File: src/ubg_pkg.sv
// constants shared by the baud generator / timer block
// assumes a byte-wide register port with an 8-bit address
package ubg_pkg;
  // ----------------------------------------------------------------
  // register offsets
  // ----------------------------------------------------------------
  localparam logic [7:0] UBG_CTRL_OFS = 8'hf3;
  localparam logic [7:0] UBG_DIV_OFS = 8'hf4;
  localparam logic [7:0] UBG_STAT_OFS = 8'hf5;
  localparam logic [7:0] UBG_CLR_OFS = 8'hf6;
  localparam logic [7:0] UBG_IEN_OFS = 8'hf7;
  // ----------------------------------------------------------------
  // serial_control_reg fields
  // ----------------------------------------------------------------
  localparam int UBG_TX_EN_BIT = 7;
  localparam int UBG_RX_EN_BIT = 6;
  localparam int UBG_IRQ_EN_BIT = 5;
  localparam int UBG_PAR_EN_BIT = 4;
  localparam int UBG_PAR_ODD_BIT = 3;
  localparam int UBG_BREAK_BIT = 2;
  localparam int UBG_STOP2_BIT = 1;
  localparam int UBG_MODE_BIT = 0;
  // ----------------------------------------------------------------
  // status / clear / enable fields
  // ----------------------------------------------------------------
  localparam int UBG_EV_N = 2;
  localparam int UBG_EV_RELOAD = 0;
  localparam int UBG_EV_MODE_ERR = 1;
  // ----------------------------------------------------------------
  // reset values and rates
  // ----------------------------------------------------------------
  localparam logic [7:0] UBG_CTRL_RST = 8'h00;
  localparam logic [7:0] UBG_DIV_RST = 8'hff;
  localparam logic [1:0] UBG_IEN_RST = 2'h3;
  // oversampling factor 16: a 4-bit down counter reloaded with 0 wraps every 16
  localparam int UBG_OVERSAMPLE = 16;
  localparam int UBG_PRE_W = $clog2(UBG_OVERSAMPLE);
  localparam logic [3:0] UBG_PRE_RELOAD = 4'h0;
endpackage : ubg_pkg

File: src/ubg_baud_timer.sv
// serial bit rate generator that doubles as an 8-bit reload timer
// assumes the register port master and the uart logic share i_sys_clk
//
// Functional notes
// - timer use only takes effect while transmitter and receiver are disabled
// - timer reload raises interrupt when both the control interrupt enable and its enable mask bit are set
// - mode bit clear: bit rate source; set: standalone 8-bit timer
// - bit rate equals system clock over sixteen times divisor
// - divisor read in timer use returns running count
// - divisor write stores the new reload constant
// - divisor survives stop-mode recovery
// - bit rate equals crystal over thirty-two times divisor
`timescale 1ns/1ps
`default_nettype none
module ubg_baud_timer
  import ubg_pkg::*;
(
  input wire logic i_sys_clk,
  input wire logic i_rst,
  input wire logic i_stop_recover,
  input wire logic [7:0] i_addr,
  input wire logic [7:0] i_wdata,
  input wire logic i_wr,
  input wire logic i_rd,
  output logic [7:0] o_rdata,
  output logic o_x16_tick,
  output logic o_bit_tick,
  output logic o_timer_mode,
  output logic o_tx_enable,
  output logic o_rx_enable,
  output logic o_parity_enable,
  output logic o_parity_odd,
  output logic o_two_stop,
  output logic o_send_break,
  output logic o_irq
);
  // ----------------------------------------------------------------
  // register port decode
  // ----------------------------------------------------------------
  logic [7:0] serial_control_reg;
  logic [7:0] serial_control_next;
  logic [7:0] baud_divisor_constant_reg;
  logic [7:0] baud_divisor_constant_next;
  logic [7:0] rdata_reg;
  logic [7:0] rdata_next;
  logic timer_mode_reg;
  logic timer_mode_next;
  logic wr_ctrl;
  logic wr_div;
  logic [7:0] div_count;
  logic div_tick;
  logic bit_tick;
  logic restart;
  logic mode_err;
  logic [UBG_EV_N-1:0] events;
  logic [UBG_EV_N-1:0] gates;
  logic [UBG_EV_N-1:0] status;
  logic [UBG_EV_N-1:0] ien;

  assign wr_ctrl = i_wr && (i_addr == UBG_CTRL_OFS);
  assign wr_div = i_wr && (i_addr == UBG_DIV_OFS);

  // ----------------------------------------------------------------
  // control and divisor registers
  // ----------------------------------------------------------------
  always_comb begin
    serial_control_next = serial_control_reg;
    baud_divisor_constant_next = baud_divisor_constant_reg;
    if (i_stop_recover) begin
      serial_control_next = UBG_CTRL_RST;
    end else if (wr_ctrl) begin
      serial_control_next = i_wdata;
    end
    // stop recovery leaves the divisor alone
    if (wr_div) begin
      baud_divisor_constant_next = i_wdata;
    end
    // timer use needs both serial directions off
    timer_mode_next = serial_control_next[UBG_MODE_BIT]
      && !serial_control_next[UBG_TX_EN_BIT]
      && !serial_control_next[UBG_RX_EN_BIT];
  end

  always_ff @(posedge i_sys_clk or posedge i_rst) begin
    if (i_rst) begin
      serial_control_reg <= UBG_CTRL_RST;
      baud_divisor_constant_reg <= UBG_DIV_RST;
      timer_mode_reg <= 1'b0;
    end else begin
      serial_control_reg <= serial_control_next;
      baud_divisor_constant_reg <= baud_divisor_constant_next;
      timer_mode_reg <= timer_mode_next;
    end
  end

  // a mode request refused because a direction is still enabled
  assign mode_err = wr_ctrl && i_wdata[UBG_MODE_BIT]
    && (i_wdata[UBG_TX_EN_BIT] || i_wdata[UBG_RX_EN_BIT]);

  // ----------------------------------------------------------------
  // bit_rate_divider and oversampling prescaler
  // ----------------------------------------------------------------
  // restart on mode change so the first period after a switch is whole
  assign restart = (timer_mode_next != timer_mode_reg) || i_stop_recover;

  ubg_down_cnt #(
    .W(8),
    .RST_VAL(UBG_DIV_RST)
  ) u_divider (
    .i_sys_clk(i_sys_clk),
    .i_rst(i_rst),
    .i_restart(restart),
    .i_en(1'b1),
    .i_reload(baud_divisor_constant_reg),
    .o_count(div_count),
    .o_tick(div_tick)
  );

  ubg_down_cnt #(
    .W(UBG_PRE_W),
    .RST_VAL(UBG_PRE_RELOAD)
  ) u_prescale (
    .i_sys_clk(i_sys_clk),
    .i_rst(i_rst),
    .i_restart(restart),
    .i_en(div_tick && !timer_mode_reg),
    .i_reload(UBG_PRE_RELOAD),
    .o_count(),
    .o_tick(bit_tick)
  );

  // the system clock is crystal/2, so sys/(16*d) is crystal/(32*d)
  assign o_x16_tick = div_tick && !timer_mode_reg;
  assign o_bit_tick = bit_tick;

  // ----------------------------------------------------------------
  // interrupts
  // ----------------------------------------------------------------
  assign events[UBG_EV_RELOAD] = div_tick && timer_mode_reg;
  assign events[UBG_EV_MODE_ERR] = mode_err;
  // reload interrupt also needs the control interrupt enable
  assign gates[UBG_EV_RELOAD] = serial_control_reg[UBG_IRQ_EN_BIT];
  assign gates[UBG_EV_MODE_ERR] = 1'b1;

  ubg_irq #(
    .N(UBG_EV_N),
    .IEN_RST(UBG_IEN_RST)
  ) u_irq (
    .i_sys_clk(i_sys_clk),
    .i_rst(i_rst),
    .i_event(events),
    .i_gate(gates),
    .i_clr_wr(i_wr && (i_addr == UBG_CLR_OFS)),
    .i_ien_wr(i_wr && (i_addr == UBG_IEN_OFS)),
    .i_wdata(i_wdata[UBG_EV_N-1:0]),
    .o_status(status),
    .o_ien(ien),
    .o_irq(o_irq)
  );

  // ----------------------------------------------------------------
  // read data
  // ----------------------------------------------------------------
  // data stands for one cycle only; zero otherwise and for unmapped reads
  always_comb begin
    rdata_next = 8'h00;
    if (i_rd) begin
      unique case (i_addr)
        UBG_CTRL_OFS: rdata_next = serial_control_reg;
        UBG_DIV_OFS: rdata_next = timer_mode_reg ? div_count
          : baud_divisor_constant_reg;
        UBG_STAT_OFS: rdata_next = {{(8-UBG_EV_N){1'b0}}, status};
        UBG_IEN_OFS: rdata_next = {{(8-UBG_EV_N){1'b0}}, ien};
        default: rdata_next = 8'h00;
      endcase
    end
  end

  always_ff @(posedge i_sys_clk or posedge i_rst) begin
    if (i_rst) begin
      rdata_reg <= 8'h00;
    end else begin
      rdata_reg <= rdata_next;
    end
  end

  // ----------------------------------------------------------------
  // uart control outputs
  // ----------------------------------------------------------------
  assign o_rdata = rdata_reg;
  assign o_timer_mode = timer_mode_reg;
  assign o_tx_enable = serial_control_reg[UBG_TX_EN_BIT];
  assign o_rx_enable = serial_control_reg[UBG_RX_EN_BIT];
  assign o_parity_enable = serial_control_reg[UBG_PAR_EN_BIT];
  assign o_parity_odd = serial_control_reg[UBG_PAR_ODD_BIT];
  assign o_two_stop = serial_control_reg[UBG_STOP2_BIT];
  assign o_send_break = serial_control_reg[UBG_BREAK_BIT];

  // ----------------------------------------------------------------
  // assertion helper
  // ----------------------------------------------------------------
  // counted apart from the prescaler, so the bit grid check cannot
  // inherit a fault from the counter that it watches
  logic [4:0] x16_seen_reg;
  logic [4:0] x16_seen_next;
  always_comb begin
    x16_seen_next = x16_seen_reg;
    if (restart || o_bit_tick) begin
      x16_seen_next = 5'h00;
    end else if (o_x16_tick) begin
      x16_seen_next = x16_seen_reg + 5'h01;
    end
  end

  always_ff @(posedge i_sys_clk or posedge i_rst) begin
    if (i_rst) begin
      x16_seen_reg <= 5'h00;
    end else begin
      x16_seen_reg <= x16_seen_next;
    end
  end
endmodule : ubg_baud_timer
`default_nettype wire

File: src/ubg_down_cnt.sv
// reloadable down counter with a terminal-count strobe
// assumes one clock; i_restart and i_en come from the same domain
`timescale 1ns/1ps
`default_nettype none
module ubg_down_cnt #(
  parameter int W = 8,
  parameter logic [W-1:0] RST_VAL = '1
) (
  input wire logic i_sys_clk,
  input wire logic i_rst,
  input wire logic i_restart,
  input wire logic i_en,
  input wire logic [W-1:0] i_reload,
  output logic [W-1:0] o_count,
  output logic o_tick
);
  logic [W-1:0] cnt_reg;
  logic [W-1:0] cnt_next;
  // ----------------------------------------------------------------
  // count
  // ----------------------------------------------------------------
  // a reload of 0 yields a full 2**W period since 0 wraps to all ones
  assign o_tick = i_en && !i_restart && (cnt_reg == W'(1));
  assign o_count = cnt_reg;
  always_comb begin
    cnt_next = cnt_reg;
    if (i_restart) begin
      cnt_next = i_reload;
    end else if (i_en) begin
      cnt_next = (cnt_reg == W'(1)) ? i_reload : cnt_reg - W'(1);
    end
  end
  always_ff @(posedge i_sys_clk or posedge i_rst) begin
    if (i_rst) begin
      cnt_reg <= RST_VAL;
    end else begin
      cnt_reg <= cnt_next;
    end
  end
endmodule : ubg_down_cnt
`default_nettype wire

File: src/ubg_irq.sv
// sticky event status, write-one-to-clear, enable mask, level interrupt
// assumes write strobes are single-cycle pulses from the register port
`timescale 1ns/1ps
`default_nettype none
module ubg_irq #(
  parameter int N = 2,
  parameter logic [N-1:0] IEN_RST = '1
) (
  input wire logic i_sys_clk,
  input wire logic i_rst,
  input wire logic [N-1:0] i_event,
  input wire logic [N-1:0] i_gate,
  input wire logic i_clr_wr,
  input wire logic i_ien_wr,
  input wire logic [N-1:0] i_wdata,
  output logic [N-1:0] o_status,
  output logic [N-1:0] o_ien,
  output logic o_irq
);
  logic [N-1:0] stat_reg;
  logic [N-1:0] stat_next;
  logic [N-1:0] ien_reg;
  logic [N-1:0] ien_next;
  // ----------------------------------------------------------------
  // status and mask
  // ----------------------------------------------------------------
  always_comb begin
    // set beats clear so an event in the clearing cycle survives
    stat_next = (stat_reg & ~(i_clr_wr ? i_wdata : '0)) | i_event;
    ien_next = i_ien_wr ? i_wdata : ien_reg;
  end
  always_ff @(posedge i_sys_clk or posedge i_rst) begin
    if (i_rst) begin
      stat_reg <= '0;
      ien_reg <= IEN_RST;
    end else begin
      stat_reg <= stat_next;
      ien_reg <= ien_next;
    end
  end
  assign o_status = stat_reg;
  assign o_ien = ien_reg;
  assign o_irq = |(stat_reg & ien_reg & i_gate);
endmodule : ubg_irq
`default_nettype wire

File: config.mk
export PLATFORM = sky130hd
export DESIGN_NAME = ubg_baud_timer
export DESIGN_NICKNAME = d
export VERILOG_FILES = /design/src/ubg_pkg.sv /design/src/ubg_baud_timer.sv /design/src/ubg_down_cnt.sv /design/src/ubg_irq.sv
export SDC_FILE = /design/constraint.sdc
export NUM_CORES = 1
export LEC_CHECK = 0
export BUFFER_PORTS_ARGS = -buffer_cell sky130_fd_sc_hd__buf_2
export CORE_MARGIN = 8
export CORE_UTILIZATION = 25
export DETAILED_ROUTE_END_ITERATION = 6
export GPL_TIMING_DRIVEN = 1
export PLACE_DENSITY = 0.39
export SETUP_SLACK_MARGIN = 0.2
export SYNTH_ARGS = -nofsm -noshare
export SYNTH_HDL_FRONTEND = slang
export SYNTH_SLANG_ARGS = --single-unit
export TNS_END_PERCENT = 10
File: constraint.sdc
create_clock -name i_sys_clk -period 2.6 [get_ports i_sys_clk]
set_input_delay 0.52 -clock i_sys_clk [delete_from_list [all_inputs] [get_ports i_sys_clk]]
set_output_delay 0.52 -clock i_sys_clk [all_outputs]
set_load 0.01 [all_outputs]
==> results of run 1 <==
cells in the final DEF (no fill, tap or decap), types with 2 or more instances in the layout:
cell	netlist	layout
nor2_1	21	19
nor4_1	4	4
mux2i_1	11	11
dfrtp_1	23	23
o211ai_1	2	2
nor4b_2	2	2
a22oi_1	8	8
nand2b_1	2	2
a2bb2oi_1	2	2
nand2_2	1	2
buf_2	2	38
ha_1	4	4
nand2_1	15	14
mux2_2	20	20
dfstp_2	18	18
inv_1	12	12
a21oi_1	4	4
xor2_1	4	4
xnor2_1	2	2
nand4b_1	2	2
nand3_1	6	6
nor4b_1	2	2
nor3_1	2	2
buf_4	0	16
clkbuf_8	0	5
o21ai_0	7	7
per-stage QoR:
step           power (W)  cells  setup slack, ps  hold slack (ps)   util
5_1_grt          0.00197    363             -166              405  0.318
6_report         0.00185    363            -63.6              362  0.318
3_5_place_dp     0.00128    350             94.3              481  0.299
3_3_place_gp     0.00128    350              137              480  0.299
4_1_cts          0.00188    363             -192              380  0.318
2_1_floorplan    0.00116    197              254              461      -
worst min-delay path, delay by kind of cell:
| family | cells | cell delay, ps |
|---|---|---|
| buffers and inverters | 3 | 590 |
worst max-delay path by stage:
stage                            end  cells after the start            startpoint  slack, ps
after floorplan           o_bit_tick                      5  u_divider.o_count[3]        250
after global placement    o_bit_tick                      6  u_divider.o_count[3]        140
after detailed placement  o_bit_tick                      6  u_divider.o_count[3]         90
after CTS                 o_bit_tick                      6  u_divider.o_count[5]       -190
after global routing      o_bit_tick                      6  u_divider.o_count[2]       -170
final                     o_bit_tick                      6  u_divider.o_count[2]        -60
layout make-up:
cell class	instances	area [um2]	share of cell area
Clock inverter	2	38.8	0.0142
Multi-Input combinational cell	140	1080	0.396
Clock buffer	6	72.6	0.0265
Tap cell	108	135	0.0494
Sequential cell	41	1050	0.384
Timing Repair Buffer	54	310	0.114
Inverter	12	45.0	0.0165
per-layer routing:
| layer | part of all wire | up-vias | wire length, um |
|---|---|---|---|
| met5 | 0 | - | 0 |
| met2 | 0.46 | 27 | 2770 |
| li1 | - | 825 | - |
| met4 | 0.0051 | 0 | 31 |
| met3 | 0.039 | 2 | 235 |
| met1 | 0.50 | 862 | 3040 |
kinds of logic after synthesis:
group / share of synthesized area
AND/OR/NAND/NOR: 0.182
buffers and inverters: 0.0287
XOR/XNOR: 0.0241
AO/OA/AOI/OAI: 0.108
adder cells (fa/ha/maj): 0.0229
flip-flops: 0.481
multiplexers: 0.154
repair_timing:
| item | 4_1_cts | 5_1_grt |
|---|---|---|
| endpoints found under the setup margin | 2 | 2 |
| buffers inserted | 5 | 0 |
| pin swaps | 4 | 4 |
| resized for setup | 3 | 1 |
report_power, final:
part | internal (W) | switching [W] | total [W]
sequential | 0.000754 | 0.0000854 | 0.000840
clock | 0.000289 | 0.000246 | 0.000535
combinational | 0.000250 | 0.000229 | 0.000479
==> impl_metrics.py, run 1 <==
metrics = {
    "hold_path": {
        "hp-class": "in2async",
    },
    "sta": {
        "final.setup.tns_ps": -101,
        "setup_viol": 2,
        "rsz0062_at_grt": "yes",
        "fmax_mhz": 375,
        "fin_crit_ps": 2660,
        "tightest_slew_ps": 580,
        "final-hold-violation-count": 0,
        "finalCritPeriodShare": 1.02,
        "finalClockSkew_ps": 9.48,
        "maxSlewViolCount": 0,
        "relSlewSlack": 0.610,
        "timing.final.ws_setup_ps": -63.6,
    },
    "pwr": {
        "power_density_nw_per_um2": 678,
        "ir_worst_vdd_mv": 0.288,
        "p_leak_nw": 1.28,
    },
    "drt": {
        "ant_nets": 0,
        "firstDrtPassIters": 4,
        "first_iter_violations": 60,
        "drc_errors": 0,
        "routed_via_density": 4.73,
        "vias": 1716,
        "wl_per_cell_um": 16.7,
        "finalWirelength_um": 6080,
    },
    "run_status": {
        "failed_checks": "setup timing",
        "status": "complete, but fails checks",
    },
    "yosys": {
        "syn-num-nets": 222,
        "synth-edff-count": 0,
        "yosys_warnings": 0,
        "synth.cell_area_um2": 2180,
        "netlist.area_leader.share": 0.264,
        "synthArstFlopShare": 1.00,
        "synth_area_leaders": "dfrtp_1, dfstp_2, mux2_2",
        "synthTopCellsByCount": "dfrtp_1, nor2_1, mux2_2",
        "ys.flop_type": "dfrtp_1",
        "synth.most_common_cell": "dfrtp_1",
        "avgSynthCellArea_um2": 11.1,
        "synth-seq-cells": 41,
        "synth.distinct_cells": 44,
        "synthCells": 197,
        "synth_top_area_cell": "dfrtp_1",
        "yosysSeqAreaShare": 0.481,
    },
    "global_routing": {
        "antenna_found_initial": 0,
        "grt_overflow": 0,
        "gr-usage-all-layers": 0.105,
        "grt_max_degree": 42,
        "top_usage_layer": "met2",
        "use_met3": 0.0223,
        "grt_pass1_wl_um": 9840,
        "grt_pass1_vias": 1827,
        "use_met1": 0.145,
        "use_met2": 0.165,
    },
    "clock_network": {
        "cts_buffers": 5,
        "root_buffer": "clkbuf_8",
        "clkSlewWorstSetupHoldPaths_ps": 90,
        "insertion_delay_ps": 290,
        "cts_tree": "built",
        "clock_sinks": 41,
        "holdBufCountCts": 0,
        "h-tree-depth": 2,
        "cts_buffer_depth": 2,
    },
    "critical_path": {
        "path_class": "reg2out",
        "crit_path_top_delay_cell": "or4_4",
        "end_kind": "primary output",
        "worstRegToRegCells": 6,
        "required_ps": 2080,
        "cp_slowest_stage_delay_ps": 530,
        "worstPathArrival_ps": 2140,
        "r2r-end": "u_divider.o_count[7]",
        "ff2ff_setup_slack_ps": 370,
        "path_cells": "or4_4 -> or4b_4 -> nor2_4 -> nand2_2 -> nor2_2 -> buf_2",
        "worst-path-buf-inv": 1,
        "regToRegStartpoint": "u_divider.o_count[2]",
        "crit_family": "simple AND/OR/NAND/NOR gates",
        "worstSetupStartpointType": "flip-flop",
        "cp_max_fo": 3,
    },
    "cells_and_area": {
        "fillers": 901,
        "n_antenna_cell": 0,
        "drive_above_1_share": 0.431,
        "final_nets": 279,
        "area_growth_pct": 25.3,
        "stdcell_area_um2": 2730,
    },
    "floorplan": {
        "dieArea_um2": 12000,
        "die_height_um": 109,
        "rows": 34,
        "ios": 39,
        "core_area_um2": 8590,
        "die_w_um": 109,
        "initial_utilization": 0.254,
    },
    "run": {
        "cap_viol_max_count": 0,
    },
    "placement": {
        "place_hpwl_um": 4400,
        "port_buffers": 38,
        "place_area_um2": 2570,
        "gp_routability_congestion": 0.726,
    },
}
Note: power is estimated with default switching activity, not from simulation.
==> inputs of run 2 (changes only) <==
--- a/config.mk
+++ b/config.mk
@@ -7,10 +7,10 @@
 export LEC_CHECK = 0
 export BUFFER_PORTS_ARGS = -buffer_cell sky130_fd_sc_hd__buf_2
 export CORE_MARGIN = 8
-export CORE_UTILIZATION = 25
+export CORE_UTILIZATION = 55
 export DETAILED_ROUTE_END_ITERATION = 6
 export GPL_TIMING_DRIVEN = 1
-export PLACE_DENSITY = 0.39
+export PLACE_DENSITY = 0.76
 export SETUP_SLACK_MARGIN = 0.2
 export SYNTH_ARGS = -nofsm -noshare
 export SYNTH_HDL_FRONTEND = slang
==> run 2 against run 1 <==
Net effect: the run still ends with setup timing left; sequential power grew 0.7%; register-to-register slack gained 150 ps; worst hold slack lost 39 ps; non-clock buffer count shrank 10.
==> impl_metrics.py, run 2 (synthesis results as in run 1) <==
metrics = {
    "clock_network": {
        "h-tree-depth": 2,
        "insertion_delay_ps": 300,
        "cts_tree": "built",
        "holdBufCountCts": 0,
        "clock_sinks": 41,
        "cts_setup_buffers": 0,
        "cts_buffer_depth": 2,
        "clkSlewWorstSetupHoldPaths_ps": 80,
        "root_buffer": "clkbuf_8",
        "cts_buffers": 5,
    },
    "drt": {
        "first_iter_violations": 104,
        "routed_via_density": 5.68,
        "vias": 1677,
        "finalWirelength_um": 5110,
        "drc_errors": 0,
        "ant_nets": 0,
        "firstDrtPassIters": 4,
        "wl_per_cell_um": 17.3,
    },
    "pwr": {
        "power_density_nw_per_um2": 717,
        "p_leak_nw": 1.24,
        "ir_worst_vdd_mv": 0.373,
    },
    "sta": {
        "maxSlewViolCount": 0,
        "fin_crit_ps": 2730,
        "finalClockSkew_ps": 7.09,
        "final-hold-violation-count": 0,
        "relSlewSlack": 0.536,
        "finalCritPeriodShare": 1.05,
        "setup_viol": 2,
        "fmax_mhz": 367,
        "hold_slack_ps": 323,
        "tightest_slew_ps": 692,
        "timing.final.ws_setup_ps": -125,
        "rsz0062_at_grt": "yes",
    },
    "cells_and_area": {
        "drive_above_1_share": 0.412,
        "area_growth_pct": 19.8,
        "n_antenna_cell": 0,
        "stdcell_area_um2": 2620,
        "final_common_cell": "buf_2",
        "layout_common_cells": "buf_2, dfrtp_1, mux2_2",
        "final_nets": 269,
    },
    "placement": {
        "gp_routability_congestion": 0.816,
        "port_buffers": 38,
        "place_area_um2": 2460,
        "place_hpwl_um": 3700,
        "dp_slack_ps": 123,
    },
    "critical_path": {
        "cp_slowest_stage_delay_ps": 560,
        "path_cells": "or4_4 -> or4b_4 -> nor2_4 -> nand2_2 -> nor2_2 -> buf_2",
        "path_class": "reg2out",
        "worstPathArrival_ps": 2210,
        "cp_max_fo": 4,
        "required_ps": 2080,
        "crit_family": "simple AND/OR/NAND/NOR gates",
        "worstSetupStartpointType": "flip-flop",
        "end_kind": "primary output",
        "worst-path-buf-inv": 1,
        "crit_path_top_delay_cell": "or4_4",
    },
    "run": {
        "cap_viol_max_count": 0,
    },
    "floorplan": {
        "die_w_um": 79.0,
        "core_area_um2": 3910,
        "die_height_um": 79.0,
        "initial_utilization": 0.558,
        "ios": 39,
        "dieArea_um2": 6240,
        "rows": 23,
    },
    "global_routing": {
        "grt_max_degree": 42,
        "grt_pass1_vias": 1787,
        "gr-usage-all-layers": 0.176,
        "grt_overflow": 0,
        "antenna_found_initial": 0,
        "grt_pass1_wl_um": 8640,
    },
    "hold_path": {
        "hp-class": "in2async",
    },
    "run_status": {
        "failed_checks": "setup timing",
        "status": "complete, but fails checks",
    },
}
run 2: changes by cell type in the layout (fill, tap and decap cells not counted), sizes merged:
cell    before  now
buf         54   44
bufinv       1    2
clkbuf       6    5
run 2: metal layers:
layer	GRT usage	vias to the layer above	part of all wire
li1	-	801	-
met1	0.220	813	0.44
met2	0.275	49	0.48
met3	0.0485	14	0.053
met4	0.0852	0	0.025
met5	0	-	0
run 2: power breakdown:
part	leakage, nW	internal, W	switching [W]	total (W)
sequential	0.507	0.000755	0.0000909	0.000846
combinational	0.664	0.000214	0.000206	0.000421
clock	0.0681	0.000381	0.000228	0.000609
run 2: worst paths after layout:
kind	startpoint	end	slack, ps	cells past startpoint
worst max-delay path	u_divider.o_count[3]	o_bit_tick	-130	6
worst min-delay path	i_rst	u_prescale.o_count[3]	320	3
worst max register to register	u_divider.o_count[3]	u_divider.o_count[2]	520	5
worst min register to register	baud_divisor_constant_reg[1]	u_divider.o_count[1]	490	2
max in group asynchronous	i_rst	baud_divisor_constant_reg[3]	1900	3
min in group i_sys_clk	i_wdata[5]	baud_divisor_constant_reg[5]	460	2
run 2: area by class of cell:
| type | count | area [um2] |
|---|---|---|
| inverters | 12 | 45.0 |
| fillers | 320 | 1300 |
| flip-flops and latches | 41 | 1050 |
| well taps | 50 | 62.6 |
| multi-input cells | 140 | 1080 |
| clock inverters | 3 | 65.1 |
| repair buffers | 44 | 241 |
| clock buffers | 5 | 68.8 |
run 2: what timing repair did:
item,CTS,global route
pin swaps,0,0
hold endpoints to repair,0,0
resized for setup,3,2
setup endpoints to repair,2,2
run 2: metrics by stage:
stage | setup TNS, ps | util | instances | total power [W]
floorplan | 0 | - | 197 | 0.00116
CTS | -245 | 0.666 | 295 | 0.00188
global placement | 0 | 0.629 | 287 | 0.00125
global route | -384 | 0.668 | 295 | 0.00198
detailed placement | 0 | 0.629 | 287 | 0.00126
finish | -216 | 0.668 | 295 | 0.00188
run 2: worst reg2reg max path: stages, from the launching register on:
cell	delay [ps]
dfstp_2	390
or4_4	560
nor4b_1	380
nor2_1	130
o21ai_4	160
mux2_2	390
==> inputs of run 3 (changes only) <==
--- a/config.mk
+++ b/config.mk
@@ -5,12 +5,12 @@
 export SDC_FILE = /design/constraint.sdc
 export NUM_CORES = 1
 export LEC_CHECK = 0
-export BUFFER_PORTS_ARGS = -buffer_cell sky130_fd_sc_hd__buf_2
 export CORE_MARGIN = 8
-export CORE_UTILIZATION = 55
+export CORE_UTILIZATION = 57
 export DETAILED_ROUTE_END_ITERATION = 6
+export DONT_BUFFER_PORTS = 1
 export GPL_TIMING_DRIVEN = 1
-export PLACE_DENSITY = 0.76
+export PLACE_DENSITY = 0.69
 export SETUP_SLACK_MARGIN = 0.2
 export SYNTH_ARGS = -nofsm -noshare
 export SYNTH_HDL_FRONTEND = slang
==> run 3 against run 2 <==
Net effect: the run now ends clean; register-to-register slack got worse by 90 ps; sequential cell count unchanged; non-clock buffer count shrank 36.
==> impl_metrics.py, run 3 (synthesis results as in run 1) <==
metrics = {
    "run": {
        "cap_viol_max_count": 0,
    },
    "cells_and_area": {
        "multiInputGateArea_um2": 1090,
        "drive_above_1_share": 0.316,
        "fillers": 290,
        "n_antenna_cell": 0,
        "fin_cells": 257,
        "final_nets": 233,
        "area_growth_pct": 11.0,
        "final_common_cell": "dfrtp_1",
        "register_area_um2": 1050,
        "layout_common_cells": "dfrtp_1, mux2_2, nor2_1",
    },
    "critical_path": {
        "path_depth": 5,
        "crit_path_frequent_cell": "nor2_4",
        "crit_family": "simple AND/OR/NAND/NOR gates",
        "cp_slowest_stage_delay_ps": 530,
        "worstRegToRegCells": 6,
        "cp_max_fo": 3,
        "worst-path-buf-inv": 0,
        "worstSetupStartpointType": "flip-flop",
        "path_class": "reg2out",
        "end_kind": "primary output",
        "path_cells": "or4_4 -> or4b_4 -> nor2_4 -> nand2_4 -> nor2_4",
        "crit_path_top_delay_cell": "or4_4",
        "required_ps": 2080,
        "worstPathArrival_ps": 2060,
    },
    "global_routing": {
        "grt_pass1_wl_um": 8210,
        "grt_overflow": 0,
        "grt_pass1_vias": 1636,
        "grt_max_degree": 42,
        "gr-usage-all-layers": 0.169,
        "antenna_found_initial": 0,
    },
    "floorplan": {
        "initial_utilization": 0.596,
        "die_height_um": 77.9,
        "core_area_um2": 3660,
        "dieArea_um2": 6060,
        "rows": 22,
        "die_w_um": 77.9,
        "ios": 39,
    },
    "clock_network": {
        "cts_buffer_depth": 2,
        "clkSlewWorstSetupHoldPaths_ps": 80,
        "insertion_delay_ps": 290,
        "root_buffer": "clkbuf_8",
        "clock_sinks": 41,
        "cts_tree": "built",
        "cts_buffers": 5,
        "h-tree-depth": 2,
    },
    "hold_path": {
        "hp-class": "in2async",
    },
    "sta": {
        "finalCritPeriodShare": 0.992,
        "finalClockSkew_ps": 4.01,
        "fin_crit_ps": 2580,
        "setup_viol": 0,
        "fmax_mhz": 388,
        "hold_slack_ps": 231,
        "final-hold-violation-count": 0,
        "maxSlewViolCount": 0,
        "timing.final.ws_setup_ps": 21.2,
        "tightest_slew_ps": 690,
        "final.setup.tns_ps": 0,
        "rsz0062_at_grt": "yes",
        "relSlewSlack": 0.538,
    },
    "drt": {
        "firstDrtPassIters": 4,
        "wl_per_cell_um": 19.1,
        "first_iter_violations": 130,
        "ant_nets": 0,
        "routed_via_density": 6.12,
        "finalWirelength_um": 4920,
        "vias": 1572,
        "drc_errors": 0,
    },
    "pwr": {
        "power_density_nw_per_um2": 733,
        "p_leak_nw": 1.05,
        "ir_worst_vdd_mv": 0.465,
    },
    "placement": {
        "port_buffers": 0,
        "dp_slack_ps": 167,
        "gp_routability_congestion": 0.820,
        "place_hpwl_um": 3580,
        "dpl.cell_count": 246,
    },
    "run_status": {
        "status": "finished clean",
    },
}
[run 3: cell types whose count changed in the layout (fill, tap and decap cells not counted), sizes merged]
cell      previous run  this run
buf                 44         8
clkinvlp             0         1
bufinv               2         1
[run 3: where the power goes]
group | leakage (nW) | switching, W | internal [W]
logic | 0.492 | 0.000197 | 0.000225
registers | 0.507 | 0.0000876 | 0.000755
clock network | 0.0543 | 0.000225 | 0.000287
total | 1.05 | 0.000510 | 0.00127
[run 3: final cells by class]
class | instances | share of cell area
clock inverter | 3 | 0.0191
inverter | 12 | 0.0186
sequential | 41 | 0.433
tap | 48 | 0.0248
multi-input combinational | 140 | 0.451
timing repair buffer | 8 | 0.0248
clock buffer | 5 | 0.0284
[run 3: path summary, 6_finish.rpt]
kind	startpoint	to	slack, ps
min in group i_sys_clk	i_stop_recover	serial_control_reg[2]	280
max in group asynchronous	i_rst	baud_divisor_constant_reg[4]	2000
worst max register to register	u_divider.o_count[3]	u_divider.o_count[3]	430
worst max-delay path	u_divider.o_count[3]	o_bit_tick	20
worst min register to register	baud_divisor_constant_reg[1]	u_divider.o_count[1]	520
worst min-delay path	i_rst	u_prescale.o_count[3]	230
[run 3: routing by layer]
metal,GRT usage,up-vias,share of wire
met5,0,-,0
met4,0.0491,0,0.0077
met3,0.0495,6,0.075
met2,0.295,54,0.52
met1,0.194,782,0.39
li1,-,730,-
[run 3: what timing repair did]
item / 4_1_cts / 5_1_grt
buffers inserted: 2 / 1
hold buffers: 0 / 0
endpoints found under the hold margin: 0 / 0
pin swaps: 4 / 4
gates resized for setup: 5 / 2
endpoints found under the setup margin: 2 / 2
[run 3: through the flow]
stage          instance area [um2]  power (W)  utilization
2_1_floorplan                 2180    0.00116            -
5_1_grt                       2420    0.00189        0.662
3_3_place_gp                  2260    0.00122        0.618
3_5_place_dp                  2260    0.00123        0.618
6_report                      2420    0.00178        0.662
4_1_cts                       2410    0.00178        0.658
